===== config.mk =====
export PLATFORM = sky130hd
export DESIGN_NAME = iopsw_ctrl
export DESIGN_NICKNAME = d
export VERILOG_FILES = /design/src/iopsw_pkg.sv /design/src/iopsw_ctrl.sv
export SDC_FILE = /design/constraint.sdc
export NUM_CORES = 1
export LEC_CHECK = 0
export BUFFER_PORTS_ARGS = -buffer_cell sky130_fd_sc_hd__buf_2
export CAP_MARGIN = 20
export CORE_MARGIN = 1
export CORE_UTILIZATION = 30
export CTS_CLUSTER_SIZE = 30
export DETAILED_ROUTE_END_ITERATION = 7
export PLACE_DENSITY = 0.59
export SLEW_MARGIN = 20
export SYNTH_ARGS = -nofsm -noshare
export SYNTH_HDL_FRONTEND = slang
export SYNTH_SLANG_ARGS = --single-unit

===== constraint.sdc =====
create_clock -name clock -period 2.72 [get_ports clock]
set_clock_uncertainty 0.15 [all_clocks]
set_input_delay 0.544 -clock clock [delete_from_list [all_inputs] [get_ports clock]]
set_output_delay 0.544 -clock clock [all_outputs]
set_load 0.05 [all_outputs]

===== src/iopsw_pkg.sv =====
// Package for the I/O port, sleep, wake-up and reset controller.
// Assumes a single 10 MHz clock and a simple strobe register port.
package iopsw_pkg;

	// ---------------------------------------------------------------
	// Register map (byte-wide registers on a plain strobe port)
	// ---------------------------------------------------------------
	localparam logic [4:0] ADDR_P5_DATA  = 5'h00;
	localparam logic [4:0] ADDR_P6_DATA  = 5'h01;
	localparam logic [4:0] ADDR_P7_DATA  = 5'h02;
	localparam logic [4:0] ADDR_P8_DATA  = 5'h03;
	localparam logic [4:0] ADDR_P5_DIR   = 5'h04;
	localparam logic [4:0] ADDR_P6_DIR   = 5'h05;
	localparam logic [4:0] ADDR_P7_DIR   = 5'h06;
	localparam logic [4:0] ADDR_P8_DIR   = 5'h07;
	localparam logic [4:0] ADDR_PULLUP   = 5'h08;
	localparam logic [4:0] ADDR_PULLDN   = 5'h09;
	localparam logic [4:0] ADDR_OPENDR   = 5'h0A;
	localparam logic [4:0] ADDR_DRIVE    = 5'h0B;
	localparam logic [4:0] ADDR_SINK5    = 5'h0C;
	localparam logic [4:0] ADDR_SINK6    = 5'h0D;
	localparam logic [4:0] ADDR_WAKE_CTL = 5'h0E;
	localparam logic [4:0] ADDR_IRQ_FLAG = 5'h0F;
	localparam logic [4:0] ADDR_WDT_CTL  = 5'h10;
	localparam logic [4:0] ADDR_IRQ_EN   = 5'h11;
	localparam logic [4:0] ADDR_TMR_CTL  = 5'h12;
	localparam logic [4:0] ADDR_BANK_SW  = 5'h13;
	localparam logic [4:0] ADDR_STATUS   = 5'h14;
	localparam logic [4:0] ADDR_CMD      = 5'h15;

	// ---------------------------------------------------------------
	// Field positions and reset values
	// ---------------------------------------------------------------
	localparam int BIT_P6_WAKE    = 4;
	localparam int BIT_CMP_WAKE   = 2;
	localparam int BIT_P6_IRQ_EN  = 1;
	localparam int BIT_CMP_IRQ_EN = 0;
	localparam int BIT_P6_FLAG    = 1;
	localparam int BIT_CMP_FLAG   = 2;
	localparam int BIT_WDT_EN     = 7;
	localparam int BIT_TMR_INTF   = 6;
	localparam int BIT_STS_TO     = 4;
	localparam int BIT_STS_PD     = 3;
	localparam int BIT_CMD_SLEEP  = 0;
	localparam int BIT_CMD_GION   = 1;
	localparam int BIT_CMD_GIOFF  = 2;
	localparam int BIT_CMD_WDTCLR = 3;
	localparam int BIT_CMD_LXT    = 4;
	localparam int BIT_CMD_HXT    = 5;
	localparam logic [7:0]  BYTE_ZERO   = 8'h00;
	localparam logic [7:0]  BYTE_ONES   = 8'hFF;
	localparam logic [7:0]  P5_OUT_ONLY = 8'h0C;
	localparam logic [10:0] PC_RESET    = 11'h000;
	localparam logic [10:0] PC_IRQ_VEC  = 11'h008;

	// ---------------------------------------------------------------
	// Timing
	// ---------------------------------------------------------------
	localparam int CLK_NS       = 100;
	localparam int RST_HOLD_MS  = 18;
	localparam int RST_LXT_MS   = 500;
	localparam int WAKE_RC_US   = 10;
	localparam int WAKE_HXT_US  = 800;
	localparam int WAKE_LXT_MS  = 2;
	localparam int RST_HOLD_CYC = RST_HOLD_MS * 1000000 / CLK_NS;
	localparam int RST_LXT_CYC  = RST_LXT_MS * 1000000 / CLK_NS;
	localparam int WAKE_RC_CYC  = WAKE_RC_US * 1000 / CLK_NS;
	localparam int WAKE_HXT_CYC = WAKE_HXT_US * 1000 / CLK_NS;
	localparam int WAKE_LXT_CYC = WAKE_LXT_MS * 1000 * 1000000 / CLK_NS;

	// Controller states
	typedef enum logic [1:0] {IOPSW_RUN, IOPSW_RESET_HOLD, IOPSW_SLEEP, IOPSW_WAKE_WAIT} iopsw_state_t;

	// Oscillator mode
	typedef enum logic [1:0] {IOPSW_OSC_RC, IOPSW_OSC_HXT, IOPSW_OSC_LXT} iopsw_osc_t;

	// Register port request
	typedef struct packed {
		logic [4:0] addr;
		logic [7:0] wdata;
		logic       wr;
		logic       rd;
	} iopsw_bus_t;

	// Core event bundle
	typedef struct packed {
		logic        core_reset;
		logic        osc_stop;
		logic        timer_stop;
		logic        wake_pulse;
		logic        pc_load;
		logic [10:0] pc_value;
	} iopsw_core_t;

endpackage


===== src/iopsw_ctrl.sv =====
// Reset, sleep, wake-up and I/O port controller of a small 8-bit microcontroller.
// Assumes pins synchronous to the 10 MHz clock; pad drivers resolve the three signals per pin.
// Functional notes
// - Port pins are three-state, direction per bit; two port 5 pins output only.
// - Software reads and writes port data and direction registers.
// - Pull-up, pull-down, open-drain and drive/sink options held in registers.
// - Reset on power-on, reset pin low, or enabled watchdog time-out.
// - Reset held 18 ms, or 500 ms in low-frequency crystal mode.
// - Reset clears program counter to 000h; oscillator runs or restarts.
// - Reset makes every port pin an input, high impedance, except the two output-only port 5 pins, which drive low.
// - Any reset clears the watchdog counter and prescaler.
// - Bank switch register cleared only by power-on reset.
// - Reset clears timer control except bit 6, which non-power-on resets keep; power-on clears it too.
// - Reset clears interrupt flag, watchdog control and interrupt enable registers.
// - Reset sets pull-up, pull-down and open-drain registers to all ones.
// - Sleep stops oscillator and timer; watchdog cleared but keeps running.
// - Wake on reset pin, watchdog, enabled port 6 change or comparator change.
// - Reset-type wake does full reset; time-out and power-down flags show cause.
// - Change wake vectors to 0x8 if interrupts on, else continues after sleep.
// - Watchdog enabled at sleep disables all change wake enables.
// - Wake delay 10 us RC, 800 us high crystal, seconds in low crystal.
// - Running port 6 change with enable vectors to 008H if interrupts on.
// - Port 6 change sets its flag when its interrupt enable is set.
// - Port 6 change wake enable is bit 4 of the wake control register.
`timescale 1ns/1ps
`default_nettype none

module iopsw_ctrl #(
	parameter int RST_HOLD_CYC = iopsw_pkg::RST_HOLD_CYC,
	parameter int RST_LXT_CYC  = iopsw_pkg::RST_LXT_CYC,
	parameter int WAKE_LXT_CYC = iopsw_pkg::WAKE_LXT_CYC
) (
	// Clock and reset
	input  wire logic                 clock,
	input  wire logic                 nrst,
	// Reset sources
	input  wire logic                 por_event,
	input  wire logic                 ext_reset_n,
	input  wire logic                 wdt_timeout,
	// Analog comparator output level
	input  wire logic                 cmp_out,
	// Register port
	input  wire iopsw_pkg::iopsw_bus_t bus,
	output logic [7:0]                rdata,
	// Port pins, 4 ports of 8
	input  wire logic [31:0]          pin_in,
	output logic [31:0]               pin_out,
	output logic [31:0]               pin_oe,
	output logic [7:0]                pullup_en,
	output logic [7:0]                pulldown_en,
	output logic [7:0]                opendrain_en,
	// Core control
	output iopsw_pkg::iopsw_core_t    core,
	output logic                      wdt_clear
);

	// ---------------------------------------------------------------
	// Registers
	// ---------------------------------------------------------------
	iopsw_pkg::iopsw_state_t state_reg;
	iopsw_pkg::iopsw_osc_t   osc_reg;
	logic [7:0]  data_reg [4];
	logic [7:0]  dir_reg  [4];
	logic [7:0]  pullup_reg, pulldn_reg, opendr_reg, drive_reg, sink5_reg, sink6_reg;
	logic [7:0]  wake_reg, flag_reg, wdtctl_reg, irqen_reg, tmrctl_reg, bank_reg;
	logic        to_reg, pd_reg, gie_reg, gie_sleep_reg, wdt_sleep_reg;
	logic [7:0]  p6_latch_reg;
	logic        cmp_prev_reg;
	logic [31:0] count_reg;
	logic        hold_reg;

	// Reset is requested by any source; pin reset and watchdog act even in sleep
	logic wdt_rst, any_rst, bus_wr, bus_rd, p6_change, cmp_change, irq_take;
	assign wdt_rst    = wdt_timeout && wdtctl_reg[iopsw_pkg::BIT_WDT_EN];
	assign any_rst    = !nrst || por_event || !ext_reset_n || wdt_rst;
	assign bus_wr     = bus.wr && !hold_reg;
	assign bus_rd     = bus.rd && !hold_reg;
	assign p6_change  = |(pin_in[15:8] ^ p6_latch_reg);
	assign cmp_change = cmp_out != cmp_prev_reg;

	// Decode helper: write hit on an address
	function automatic logic hit(input logic [4:0] a);
		hit = bus_wr && (bus.addr == a);
	endfunction

	// Command strobe bit helper
	function automatic logic cmd(input int b);
		cmd = hit(iopsw_pkg::ADDR_CMD) && bus.wdata[b];
	endfunction

	// Reset time depends on oscillator mode
	function automatic logic [31:0] hold_cycles(input iopsw_pkg::iopsw_osc_t o);
		hold_cycles = (o == iopsw_pkg::IOPSW_OSC_LXT) ? RST_LXT_CYC[31:0] : RST_HOLD_CYC[31:0];
	endfunction

	// ---------------------------------------------------------------
	// Sequencer: reset hold, sleep, wake delay
	// ---------------------------------------------------------------
	logic wake_ok;
	// Enables are ignored when watchdog was on at sleep entry
	assign wake_ok = !wdt_sleep_reg &&
		((wake_reg[iopsw_pkg::BIT_P6_WAKE] && p6_change) ||
		 (wake_reg[iopsw_pkg::BIT_CMP_WAKE] && cmp_change));

	// One counter serves both the reset hold and the wake delay
	always_ff @(posedge clock) begin
		if (any_rst) begin
			state_reg <= iopsw_pkg::IOPSW_RESET_HOLD;
			count_reg <= hold_cycles(osc_reg);
		end else begin
			case (state_reg)
				iopsw_pkg::IOPSW_RESET_HOLD: begin
					if (count_reg <= 32'h1)
						state_reg <= iopsw_pkg::IOPSW_RUN;
					count_reg <= count_reg - 32'h1;
				end
				iopsw_pkg::IOPSW_RUN: begin
					if (cmd(iopsw_pkg::BIT_CMD_SLEEP))
						state_reg <= iopsw_pkg::IOPSW_SLEEP;
				end
				iopsw_pkg::IOPSW_SLEEP: begin
					// An armed watchdog at entry leaves only the reset exits
					if (wake_ok) begin
						state_reg <= iopsw_pkg::IOPSW_WAKE_WAIT;
						case (osc_reg)
							iopsw_pkg::IOPSW_OSC_HXT: count_reg <= iopsw_pkg::WAKE_HXT_CYC[31:0];
							iopsw_pkg::IOPSW_OSC_LXT: count_reg <= WAKE_LXT_CYC[31:0];
							default: count_reg <= iopsw_pkg::WAKE_RC_CYC[31:0];
						endcase
					end
				end
				iopsw_pkg::IOPSW_WAKE_WAIT: begin
					if (count_reg <= 32'h1)
						state_reg <= iopsw_pkg::IOPSW_RUN;
					count_reg <= count_reg - 32'h1;
				end
				default: state_reg <= iopsw_pkg::IOPSW_RESET_HOLD;
			endcase
		end
	end

	// Register port stalls while reset is held
	always_ff @(posedge clock) begin
		hold_reg <= any_rst || (state_reg == iopsw_pkg::IOPSW_RESET_HOLD);
	end

	// Oscillator mode survives reset so the hold time can use it
	always_ff @(posedge clock) begin
		if (!nrst)
			osc_reg <= iopsw_pkg::IOPSW_OSC_RC;
		else if (cmd(iopsw_pkg::BIT_CMD_LXT))
			osc_reg <= iopsw_pkg::IOPSW_OSC_LXT;
		else if (cmd(iopsw_pkg::BIT_CMD_HXT))
			osc_reg <= iopsw_pkg::IOPSW_OSC_HXT;
	end

	// ---------------------------------------------------------------
	// Port data, direction and pad options
	// ---------------------------------------------------------------
	// Direction resets to input so no pin fights the board
	always_ff @(posedge clock) begin
		if (any_rst) begin
			for (int i = 0; i < 4; i++) begin
				data_reg[i] <= iopsw_pkg::BYTE_ZERO;
				dir_reg[i]  <= iopsw_pkg::BYTE_ONES;
			end
		end else begin
			for (int i = 0; i < 4; i++) begin
				if (hit(iopsw_pkg::ADDR_P5_DATA + 5'(i)))
					data_reg[i] <= bus.wdata;
				if (hit(iopsw_pkg::ADDR_P5_DIR + 5'(i)))
					dir_reg[i] <= bus.wdata;
			end
		end
	end

	// Pad options: pulls and open-drain come up on, strengths off
	always_ff @(posedge clock) begin
		if (any_rst) begin
			pullup_reg <= iopsw_pkg::BYTE_ONES;
			pulldn_reg <= iopsw_pkg::BYTE_ONES;
			opendr_reg <= iopsw_pkg::BYTE_ONES;
			drive_reg  <= iopsw_pkg::BYTE_ZERO;
			sink5_reg  <= iopsw_pkg::BYTE_ZERO;
			sink6_reg  <= iopsw_pkg::BYTE_ZERO;
		end else begin
			if (hit(iopsw_pkg::ADDR_PULLUP)) pullup_reg <= bus.wdata;
			if (hit(iopsw_pkg::ADDR_PULLDN)) pulldn_reg <= bus.wdata;
			if (hit(iopsw_pkg::ADDR_OPENDR)) opendr_reg <= bus.wdata;
			if (hit(iopsw_pkg::ADDR_DRIVE))  drive_reg  <= bus.wdata;
			if (hit(iopsw_pkg::ADDR_SINK5))  sink5_reg  <= bus.wdata;
			if (hit(iopsw_pkg::ADDR_SINK6))  sink6_reg  <= bus.wdata;
		end
	end

	// Pad drive: dir 1 is input; open-drain drives low only
	always_ff @(posedge clock) begin
		for (int i = 0; i < 4; i++) begin
			for (int b = 0; b < 8; b++) begin
				logic drv;
				drv = !dir_reg[i][b] || ((i == 0) && iopsw_pkg::P5_OUT_ONLY[b]);
				if (any_rst) begin
					// Output-only port 5 pins keep driving through reset
					pin_oe[i*8+b]  <= (i == 0) && iopsw_pkg::P5_OUT_ONLY[b];
					pin_out[i*8+b] <= 1'b0;
				end else begin
					pin_out[i*8+b] <= data_reg[i][b];
					pin_oe[i*8+b]  <= drv && !(opendr_reg[b] && data_reg[i][b]);
				end
			end
		end
		pullup_en    <= pullup_reg;
		pulldown_en  <= pulldn_reg;
		opendrain_en <= opendr_reg;
	end

	// ---------------------------------------------------------------
	// Control registers
	// ---------------------------------------------------------------
	// Control registers and the global interrupt enable
	always_ff @(posedge clock) begin
		if (any_rst) begin
			wake_reg   <= iopsw_pkg::BYTE_ZERO;
			wdtctl_reg <= iopsw_pkg::BYTE_ZERO;
			irqen_reg  <= iopsw_pkg::BYTE_ZERO;
			// Power-on has no old edge flag to keep
			if (!nrst || por_event)
				tmrctl_reg <= iopsw_pkg::BYTE_ZERO;
			else
				tmrctl_reg <= tmrctl_reg & (8'h01 << iopsw_pkg::BIT_TMR_INTF);
			gie_reg    <= 1'b0;
		end else begin
			if (hit(iopsw_pkg::ADDR_WAKE_CTL)) wake_reg   <= bus.wdata;
			if (hit(iopsw_pkg::ADDR_WDT_CTL))  wdtctl_reg <= bus.wdata;
			if (hit(iopsw_pkg::ADDR_IRQ_EN))   irqen_reg  <= bus.wdata;
			if (hit(iopsw_pkg::ADDR_TMR_CTL))  tmrctl_reg <= bus.wdata;
			if (cmd(iopsw_pkg::BIT_CMD_GION))       gie_reg <= 1'b1;
			else if (cmd(iopsw_pkg::BIT_CMD_GIOFF)) gie_reg <= 1'b0;
		end
	end

	// Bank switch is cleared by power-on only
	always_ff @(posedge clock) begin
		if (!nrst || por_event)
			bank_reg <= iopsw_pkg::BYTE_ZERO;
		else if (hit(iopsw_pkg::ADDR_BANK_SW))
			bank_reg <= bus.wdata;
	end

	// Sleep entry snapshot of interrupt and watchdog enables
	always_ff @(posedge clock) begin
		if (any_rst) begin
			gie_sleep_reg <= 1'b0;
			wdt_sleep_reg <= 1'b0;
		end else if (state_reg == iopsw_pkg::IOPSW_RUN && cmd(iopsw_pkg::BIT_CMD_SLEEP)) begin
			gie_sleep_reg <= gie_reg;
			wdt_sleep_reg <= wdtctl_reg[iopsw_pkg::BIT_WDT_EN];
		end
	end

	// Cause flags: time-out low after watchdog reset, power-down low after sleep
	always_ff @(posedge clock) begin
		if (!nrst || por_event) begin
			to_reg <= 1'b1;
			pd_reg <= 1'b1;
		end else if (any_rst) begin
			to_reg <= !wdt_rst;
			pd_reg <= state_reg != iopsw_pkg::IOPSW_SLEEP;
		end else if (state_reg == iopsw_pkg::IOPSW_RUN && cmd(iopsw_pkg::BIT_CMD_SLEEP)) begin
			pd_reg <= 1'b0;
		end else if (cmd(iopsw_pkg::BIT_CMD_WDTCLR)) begin
			to_reg <= 1'b1;
			pd_reg <= 1'b1;
		end
	end

	// ---------------------------------------------------------------
	// Change detection and flags
	// ---------------------------------------------------------------
	// Latch reloads on reset so no false change follows it
	always_ff @(posedge clock) begin
		if (any_rst)
			p6_latch_reg <= pin_in[15:8];
		else if (bus_rd && bus.addr == iopsw_pkg::ADDR_P6_DATA)
			p6_latch_reg <= pin_in[15:8];
		cmp_prev_reg <= cmp_out;
	end

	// Set wins over a software clear in the same cycle
	always_ff @(posedge clock) begin
		if (any_rst) begin
			flag_reg <= iopsw_pkg::BYTE_ZERO;
		end else begin
			logic [7:0] f;
			f = hit(iopsw_pkg::ADDR_IRQ_FLAG) ? bus.wdata : flag_reg;
			if (p6_change && irqen_reg[iopsw_pkg::BIT_P6_IRQ_EN])
				f[iopsw_pkg::BIT_P6_FLAG] = 1'b1;
			if (cmp_change && irqen_reg[iopsw_pkg::BIT_CMP_IRQ_EN])
				f[iopsw_pkg::BIT_CMP_FLAG] = 1'b1;
			flag_reg <= f;
		end
	end

	// ---------------------------------------------------------------
	// Core outputs
	// ---------------------------------------------------------------
	// Interrupt taken on a fresh enabled port 6 change while running; the wake vector is loaded below
	assign irq_take = (state_reg == iopsw_pkg::IOPSW_RUN) && gie_reg &&
		p6_change && irqen_reg[iopsw_pkg::BIT_P6_IRQ_EN] && !flag_reg[iopsw_pkg::BIT_P6_FLAG];

	// Core events are registered so the core sees clean levels
	always_ff @(posedge clock) begin
		core.core_reset <= any_rst || (state_reg == iopsw_pkg::IOPSW_RESET_HOLD);
		core.osc_stop   <= !any_rst && (state_reg == iopsw_pkg::IOPSW_SLEEP);
		core.timer_stop <= !any_rst && (state_reg == iopsw_pkg::IOPSW_SLEEP ||
			state_reg == iopsw_pkg::IOPSW_WAKE_WAIT);
		// Watchdog stays cleared for the whole hold so it cannot fire again
		wdt_clear       <= any_rst || (state_reg == iopsw_pkg::IOPSW_RESET_HOLD) ||
			cmd(iopsw_pkg::BIT_CMD_WDTCLR) ||
			(state_reg == iopsw_pkg::IOPSW_RUN && cmd(iopsw_pkg::BIT_CMD_SLEEP));
		core.wake_pulse <= !any_rst && state_reg == iopsw_pkg::IOPSW_WAKE_WAIT && count_reg <= 32'h1;
		// Program counter is held at 000h until the hold ends
		if (any_rst || state_reg == iopsw_pkg::IOPSW_RESET_HOLD) begin
			core.pc_load  <= 1'b1;
			core.pc_value <= iopsw_pkg::PC_RESET;
		end else if (state_reg == iopsw_pkg::IOPSW_WAKE_WAIT && count_reg <= 32'h1) begin
			core.pc_load  <= gie_sleep_reg;
			core.pc_value <= iopsw_pkg::PC_IRQ_VEC;
		end else begin
			core.pc_load  <= irq_take;
			core.pc_value <= iopsw_pkg::PC_IRQ_VEC;
		end
	end

	// Read data one cycle after the strobe; unmapped reads zero
	always_ff @(posedge clock) begin
		if (!nrst || !bus_rd) begin
			rdata <= iopsw_pkg::BYTE_ZERO;
		end else begin
			case (bus.addr)
				iopsw_pkg::ADDR_P5_DATA:  rdata <= pin_in[7:0];
				iopsw_pkg::ADDR_P6_DATA:  rdata <= pin_in[15:8];
				iopsw_pkg::ADDR_P7_DATA:  rdata <= pin_in[23:16];
				iopsw_pkg::ADDR_P8_DATA:  rdata <= pin_in[31:24];
				iopsw_pkg::ADDR_P5_DIR:   rdata <= dir_reg[0];
				iopsw_pkg::ADDR_P6_DIR:   rdata <= dir_reg[1];
				iopsw_pkg::ADDR_P7_DIR:   rdata <= dir_reg[2];
				iopsw_pkg::ADDR_P8_DIR:   rdata <= dir_reg[3];
				iopsw_pkg::ADDR_PULLUP:   rdata <= pullup_reg;
				iopsw_pkg::ADDR_PULLDN:   rdata <= pulldn_reg;
				iopsw_pkg::ADDR_OPENDR:   rdata <= opendr_reg;
				iopsw_pkg::ADDR_DRIVE:    rdata <= drive_reg;
				iopsw_pkg::ADDR_SINK5:    rdata <= sink5_reg;
				iopsw_pkg::ADDR_SINK6:    rdata <= sink6_reg;
				iopsw_pkg::ADDR_WAKE_CTL: rdata <= wake_reg;
				iopsw_pkg::ADDR_IRQ_FLAG: rdata <= flag_reg;
				iopsw_pkg::ADDR_WDT_CTL:  rdata <= wdtctl_reg;
				iopsw_pkg::ADDR_IRQ_EN:   rdata <= irqen_reg;
				iopsw_pkg::ADDR_TMR_CTL:  rdata <= tmrctl_reg;
				iopsw_pkg::ADDR_BANK_SW:  rdata <= bank_reg;
				iopsw_pkg::ADDR_STATUS:   rdata <= {3'h0, to_reg, pd_reg, gie_reg, 2'h0};
				default:                  rdata <= iopsw_pkg::BYTE_ZERO;
			endcase
		end
	end

endmodule

`default_nettype wire


==> results of run 1 <==
## worst min-delay path by stage
stage	start	to	slack [ns]	cells after the start
after floorplan	pulldn_reg[1]	pulldown_en[1]	0.19	0
after global placement	pullup_reg[1]	pullup_en[1]	0.23	0
after detailed placement	pullup_reg[6]	pullup_en[6]	0.23	0
after CTS	pin_in[13]	p6_latch_reg[5]	0.07	1
after global routing	pin_in[13]	p6_latch_reg[5]	0.07	1
final	pin_in[13]	p6_latch_reg[5]	0.08	1
## metal layers
| layer | track usage [%] | vias up | part of all wire (%) |
|---|---|---|---|
| met5 | 0 | - | 0.017 |
| met4 | 8.94 | 2 | 4.0 |
| met3 | 4.17 | 89 | 8.0 |
| met2 | 33.0 | 490 | 45 |
| met1 | 29.1 | 5059 | 43 |
| li1 | - | 4811 | - |
## power breakdown
part           total [mW]  internal [mW]  leakage (nW)  switching (mW)
Sequential           4.90           4.88          2.77          0.0244
Clock                4.72           2.72         0.570            2.00
Combinational       0.583          0.180          2.51           0.403
Total                10.2           7.78          5.85            2.42
## metrics by stage
step	hold slack [ns]	std cells	util, %	setup WS [ns]	power [mW]
after floorplan	0.195	1232	-	0.0951	5.31
after CTS	0.0654	1998	37.8	0.132	10.3
after detailed placement	0.229	1934	35.0	-0.0575	5.57
after global placement	0.227	1934	35.0	-0.139	5.57
after global routing	0.0745	1998	37.8	0.00843	10.5
final	0.0835	1998	37.8	0.142	10.2
## layout make-up
type | instances | area, um2
Inverter | 19 | 71.3
Fill cell | 4224 | 26000
Timing Repair Buffer | 251 | 1590
Multi-Input combinational cell | 813 | 4940
Clock buffer | 51 | 1050
Sequential cell | 313 | 7390
Tap cell | 539 | 674
Clock inverter | 12 | 118
## cell families after synthesis
group	after synthesis
and+or+nand+nor	502
DFF	313
AOI/OAI and AO/OA	203
xor gates and xnor gates	33
other	1
buffers and inverters	106
muxes	60
adders and majority gates	5
## synth_stat cells, drive strengths merged, types with 15 or more instances
cell type,instances
dfxtp,201
nand2,125
edfxtp,112
nor2,112
nand3,101
clkbuf,67
a21oi,51
mux2i,46
and2,37
o21ai,32
a211oi,31
xor2,28
or2,26
buf,20
inv,17
a22oi,15
nor3,15
## what timing repair did
action                                  in CTS  in global routing
hold buffers                                 1                  0
endpoints found under the setup margin       0                  0
hold endpoints to repair                     1                  0
setup buffers                                0                  0
gates resized for setup                      0                  0
## cell usage in the layout, fill, tap and decap left out, types with 7 or more instances in the layout
| master | netlist | routed |
|---|---|---|
| sky130_fd_sc_hd__buf_4 | 11 | 88 |
| sky130_fd_sc_hd__xor2_1 | 28 | 28 |
| sky130_fd_sc_hd__buf_2 | 1 | 155 |
| sky130_fd_sc_hd__nor4_1 | 8 | 8 |
| sky130_fd_sc_hd__nand4_1 | 12 | 12 |
| sky130_fd_sc_hd__dfxtp_1 | 201 | 201 |
| sky130_fd_sc_hd__nand3b_1 | 8 | 8 |
| sky130_fd_sc_hd__a221oi_1 | 9 | 9 |
| sky130_fd_sc_hd__clkbuf_16 | 0 | 37 |
| sky130_fd_sc_hd__a22oi_1 | 15 | 15 |
| sky130_fd_sc_hd__a211oi_1 | 31 | 31 |
| sky130_fd_sc_hd__or2_2 | 26 | 26 |
| sky130_fd_sc_hd__nand2_1 | 125 | 125 |
| sky130_fd_sc_hd__a32oi_1 | 10 | 10 |
| sky130_fd_sc_hd__nand2b_1 | 13 | 13 |
| sky130_fd_sc_hd__and2_1 | 37 | 37 |
| sky130_fd_sc_hd__nor2b_1 | 11 | 11 |
| sky130_fd_sc_hd__o21ai_0 | 32 | 32 |
| sky130_fd_sc_hd__edfxtp_1 | 112 | 112 |
| sky130_fd_sc_hd__clkbuf_8 | 0 | 7 |
| sky130_fd_sc_hd__conb_1 | 1 | 10 |
| sky130_fd_sc_hd__nor3_1 | 12 | 12 |
| sky130_fd_sc_hd__mux2i_1 | 46 | 46 |
| sky130_fd_sc_hd__clkbuf_1 | 64 | 7 |
| sky130_fd_sc_hd__nor2_1 | 112 | 112 |
| sky130_fd_sc_hd__a31oi_1 | 9 | 9 |
| sky130_fd_sc_hd__nand3_1 | 100 | 99 |
| sky130_fd_sc_hd__mux2_2 | 14 | 14 |
| sky130_fd_sc_hd__a22o_1 | 7 | 7 |
| sky130_fd_sc_hd__inv_1 | 17 | 17 |
| sky130_fd_sc_hd__a21oi_1 | 51 | 51 |
| sky130_fd_sc_hd__buf_12 | 0 | 7 |
## critical path, cell delays in order, from the launching register on
cell and delay (ns):
sky130_fd_sc_hd__edfxtp_1 0.44, sky130_fd_sc_hd__inv_1 0.11, sky130_fd_sc_hd__ha_1 0.16, sky130_fd_sc_hd__or4b_2 0.71
sky130_fd_sc_hd__nor3_2 0.14, sky130_fd_sc_hd__buf_4 0.20, sky130_fd_sc_hd__nand4b_1 0.14, sky130_fd_sc_hd__xor2_1 0.17
sky130_fd_sc_hd__a21oi_1 0.08
==> reports/qor_table.md, run 1 <==
| Parameter | Reported |
|---|---|
| I/O Pins | 166 |
| Max VDD drop | 0.000427 V |
| Worst setup slack for register-to-register paths | 0.14 ns |
| # port buffers | 155 |
| Final Hold Viols | 0 |
| Detailed Route Iter0 Violations | 1063 |
| Worst-path fanout max | 10 |
| Endpoint type of the worst setup path | register |
| Grt total ovfl | 0 |
| Overall routed net length | 46.6 mm |
| Vias per Instance | 5.23 |
| Dominant combinational cell family by area after synthesis | simple AND/OR/NAND/NOR gates |
| Compound-gate portion of the synthesized area | 10.8% |
| Count of nets left with antenna violations after detail routing | 0 |
| Max Fclk | 388 MHz |
| Post-layout minimum cycle time | 2.58 ns |
| Worst reg2reg path endpoint | count_reg[20] |
| CP startpoint kind | register |
| CTS Buf Count | 35 |
| First-pass detailed-route iteration total | 7 |
| TritonCTS clock tree | built |
| Predominant post-synthesis flop cell | sky130_fd_sc_hd__dfxtp_1 |
| Area inside the core boundary | 41900 um2 |
| Critical setup path kind | register to register |
| Share of flip-flops with an asynchronous set or reset | 0% |
| Adder-cell share of the synthesized area | 0.492% |
| Number of max-capacitance violations reported | 0 |
| Yosys top cell area share | 31.6% |
| Post-synthesis cell count | 1223 |
| Fin nets | 1491 |
| Cell Area, Synth | 12700 um2 |
| Seq/Total Area, Yosys | 58.0% |
| Share of synthesized area spent on multiplexers | 4.86% |
| Total number of yosys warnings | 0 |
| Later-pin clock latency in the skew report | 0.54 ns |
| Synth area leaders | sky130_fd_sc_hd__dfxtp_1 32%, sky130_fd_sc_hd__edfxtp_1 26%, sky130_fd_sc_hd__nand3_1 3.9%, sky130_fd_sc_hd__nand2_1 3.7%, sky130_fd_sc_hd__mux2i_1 3.6% |
| Transition at the pin with the smallest max-transition slack | 0.856 ns |
| Initial antenna violation count | 2 |
| Area leader, netlist | sky130_fd_sc_hd__dfxtp_1 |
| Count of final max-slew check failures | 0 |
| Fraction of final layout cells with drive strength greater than 1 | 24.8% |
| Synth Area per Inst | 10.4 um2 |
| Total DRC errors in the routed layout | 0 |
| Hpwl dp | 34.3 mm |
| Cell depth of the worst flop-to-flop path | 8 |
| Post-DR wirelength/cell | 23.3 um |
| Number of buffers on the longest clock path | 3 |
| Die area | 43200 um2 |
| Critical path destination | count_reg[20] |
| Number of unique standard cell types used by synthesis | 72 |
| Count of endpoints failing setup in the final report | 0 |
| Pleak | 5.85 nW |
| Placed inst area | 14600 um2 |
| Final instance area | 15800 um2 |
| Global-route wire length before repair | 67.8 mm |
| Result of the run | finished clean |
| Via count of the first global-routing pass | 10204 |
| CTS Root Buffer Type | sky130_fd_sc_hd__clkbuf_16 |
| Die width | 208 um |
| Class of the tightest hold or removal check | primary input to register |
| Maximum number of pins on one net before global-route repair | 49 |
| Worst endpoint data arrival time | 2.68 ns |
| Weighted congestion at the end of routability-driven global placement | 0.980 |
| Unrepaired setup endpoints after global routing | no |
| Area added between synthesis and finish | 24.4% |
| Ratio of final minimum period to clock period | 94.8% |
| Area fraction in and, or, nand and nor cells after synthesis | 19.9% |
| Starting utilization of the core area | 30.4% |
| Origin of the critical flop-to-flop path | count_reg[1] |
| Total power per unit cell area | 645 nW/um2 |
| Number of flops mapped to enable cells by yosys | 112 |
| H-tree Lvls | 2 |
| Fin Setup TNS | 0 ns |
| Clock Sink Count | 313 |
| Std cell rows | 75 |
| Required time at the worst-slack endpoint | 2.82 ns |
| Via total after detailed routing | 10451 |
| Setup crit start | count_reg[1] |
| Count of inserted antenna diode cells | 0 |
| All-Layer GR Usage | 21.4% |
| Post-Synth XOR/XNOR Area | 2.27% |
| Normalized max-slew margin | 42.9% |
| Clk pin slew, worst setup/hold paths | 0.06 ns |
| Number of synthesized register bits | 313 |
| Height of the die | 208 um |
(Power assumes the default switching activity.)
==> run 2: changes to the inputs <==
--- a/config.mk
+++ b/config.mk
@@ -12,6 +12,7 @@
 export CTS_CLUSTER_SIZE = 30
 export DETAILED_ROUTE_END_ITERATION = 7
 export PLACE_DENSITY = 0.59
+export REMOVE_ABC_BUFFERS = 1
 export SLEW_MARGIN = 20
 export SYNTH_ARGS = -nofsm -noshare
 export SYNTH_HDL_FRONTEND = slang
==> run 2 against run 1 <==
- combinational power barely moved
- register-to-register slack better by 0.06 ns
- worst hold slack worse by 0.0095 ns
- global-route usage is essentially flat
- worst setup slack better by 0.058 ns
- flip-flop and latch count unchanged
- non-clock buffer count rose by 10
- routed wire length down 0.24%
- cell count rose by 0.60%
- clock-buffer cell count is 3 higher
- die area did not move
- critical endpoint is now count_reg[15]
- highest routed layer is now met4
==> reports/qor_table.md, run 2 (synthesized netlist as in run 1, its figures left out) <==
| Parameter | Reported | Change |
|---|---|---|
| Grt total ovfl | 0 | unchanged |
| Vias per Instance | 5.25 | +0.39% |
| Cell Int Power | 7.99 mW | +2.8% |
| Number of max-capacitance violations reported | 0 | unchanged |
| Series of cell instances along the critical path | or4_4 -> nor4b_4 -> buf_4 -> nor2b_1 -> xnor2_1 -> o22ai_1 |  |
| Worst-path fanout max | 9 | -1 |
| Final instance area | 15900 um2 | +0.60% |
| All-Layer GR Usage | 21.4% | +0.037 points |
| Worst endpoint data arrival time | 2.67 ns | about the same |
| # port buffers | 155 | unchanged |
| Via total after detailed routing | 10555 | +1.0% |
| Total power consumption of the routed design | 10.5 mW | +2.8% |
| Count of final max-slew check failures | 0 | unchanged |
| Worst path max stage delay | 0.64 ns | -0.07 ns |
| Gate power share | 5.6% | about the same |
| Count of nets left with antenna violations after detail routing | 0 | unchanged |
| Required time at the worst-slack endpoint | 2.87 ns | +0.05 ns |
| Starting utilization of the core area | 30.4% | unchanged |
| Normalized max-slew margin | 41.6% | -1.3 points |
| Fin Setup TNS | 0 ns | unchanged |
| Global-route wire length before repair | 68.1 mm | +0.42% |
| CP startpoint kind | register |  |
| Unrepaired setup endpoints after global routing | no |  |
| Max Fclk | 397 MHz | +2.3% |
| Hpwl dp | 34.0 mm | -0.86% |
| Sequential Power Share | 46.7% | -1.3 points |
| H-tree Lvls | 2 | unchanged |
| CTS Buf Count | 36 | +2.9% |
| Area inside the core boundary | 41900 um2 | unchanged |
| DP Cell Count | 1944 | +0.52% |
| I/O Pins | 166 | unchanged |
| Critical setup path kind | register to register |  |
| Pleak | 5.92 nW | +1.1% |
| Max VDD drop | 0.000450 V | +5.4% |
| Worst-case setup margin in the final layout | 0.201 ns | +0.0583 ns |
| Worst-path cell with the longest stage delay | sky130_fd_sc_hd__or4_4 |  |
| Clock Sink Count | 313 | unchanged |
| Count of buffer and inverter cells on the critical path | 1 | -1 |
| Detailed Route Iter0 Violations | 876 | -18% |
| Maximum number of pins on one net before global-route repair | 64 | +31% |
| Post-layout minimum cycle time | 2.52 ns | -0.0583 ns |
| Die area | 43200 um2 | unchanged |
| Cell family with the largest share of critical-path delay | simple AND/OR/NAND/NOR gates |  |
| Die width | 208 um | unchanged |
| Placed inst area | 14700 um2 | about the same |
| Count of inserted antenna diode cells | 0 | unchanged |
| Via count of the first global-routing pass | 10469 | +2.6% |
| Endpoint type of the worst setup path | register |  |
| Later-pin clock latency in the skew report | 0.59 ns | +0.05 ns |
| Total power per unit cell area | 659 nW/um2 | +2.2% |
| Fin nets | 1502 | +0.74% |
| Clock Power Share | 47.7% | +1.4 points |
| Total DRC errors in the routed layout | 0 | unchanged |
| Result of the run | finished clean |  |
| Proportion of total power due to net switching | 23.8% | about the same |
| Std cell rows | 75 | unchanged |
| Weighted congestion at the end of routability-driven global placement | 0.949 | -3.1% |
| Initial antenna violation count | 0 | -2 |
| Overall routed net length | 46.5 mm | -0.24% |
| Final Instance Count excl. Fillers | 2010 | +0.60% |
| Transition at the pin with the smallest max-transition slack | 0.876 ns | +0.0200 ns |
| Final Hold Viols | 0 | unchanged |
| Height of the die | 208 um | unchanged |
| Count of endpoints failing setup in the final report | 0 | unchanged |
| TritonCTS clock tree | built |  |
| First-pass detailed-route iteration total | 5 | -2 |
| Worst setup timing slack at the placement stage | 0.0149 ns | +0.0724 ns |
| Number of buffers on the longest clock path | 3 | unchanged |
| Class of the tightest hold or removal check | primary input to register |  |
| CTS Root Buffer Type | sky130_fd_sc_hd__clkbuf_16 |  |
| Post-DR wirelength/cell | 23.1 um | -0.83% |
| Ratio of final minimum period to clock period | 92.6% | -2.1 points |
| Net switching power | 2.49 mW | +2.8% |
| Most used cells in the layout excluding fill and tap cells | 201 x sky130_fd_sc_hd__dfxtp_1, 155 x sky130_fd_sc_hd__buf_2, 125 x sky130_fd_sc_hd__nand2_1 |  |
| Fraction of final layout cells with drive strength greater than 1 | 25.2% | +0.41 points |
| Clk pin slew, worst setup/hold paths | 0.06 ns | about the same |
| Area added between synthesis and finish | 25.1% |  |
| Commonest non-fill, non-tap cell in the layout | sky130_fd_sc_hd__dfxtp_1 |  |
-- run 2: per-stage QoR --
step                      hold WS, ns  util, %
after detailed placement        0.230     35.0
after CTS                      0.0347     38.0
after floorplan                 0.195        -
after global routing           0.0522     38.0
after global placement          0.229     35.0
final                          0.0740     38.0
-- run 2: power groups by stage --
stage	clock network, mW	logic (mW)	registers (mW)
2_1_floorplan	0	0.228	5.01
3_3_place_gp	0	0.574	5.00
3_5_place_dp	0	0.573	5.00
4_1_cts	5.14	0.575	4.90
5_1_grt	5.30	0.613	4.90
6_report	5.00	0.585	4.90
-- run 2: area by class of cell --
type / count / area, um2
Inverter: 19 / 71.3
Sequential cell: 313 / 7390
Clock buffer: 54 / 1060
Clock inverter: 11 / 185
Fill cell: 4192 / 25900
Tap cell: 539 / 674
Multi-Input combinational cell: 813 / 4940
Timing Repair Buffer: 261 / 1600
-- run 2: final timing paths --
| path | startpoint | end | slack [ns] | cells past startpoint |
|---|---|---|---|---|
| worst max register to register | count_reg[5] | count_reg[15] | 0.20 | 6 |
| worst min-delay path | pin_in[8] | p6_latch_reg[0] | 0.07 | 1 |
| worst max-delay path | count_reg[5] | count_reg[15] | 0.20 | 6 |
| worst min register to register | pulldn_reg[4] | pulldown_en[4] | 0.24 | 0 |
-- run 2: worst reg2reg max path, delay by kind of cell, from the launching register on --
kind | cells | cell delay [ns]
and+or+nand+nor | 3 | 1.21
DFF | 1 | 0.45
buffers and inverters | 1 | 0.24
xor gates and xnor gates | 1 | 0.14
AOI/OAI and AO/OA | 1 | 0.08
-- run 2: per-layer routing --
metal  wire length [um]  global-route usage, %  vias up
met5                  0                      0        -
met1              20300                   29.3     5203
met3               3220                   3.79       86
met4               1460                   7.59        0
met2              21500                   33.9      454
li1                   -                      -     4812
-- run 2: repair_timing --
action / CTS / global route
hold buffers: 1 / 0
setup endpoints to repair: 0 / 9
setup buffers: 0 / 0
resized for setup: 0 / 1
endpoints found under the hold margin: 1 / 0
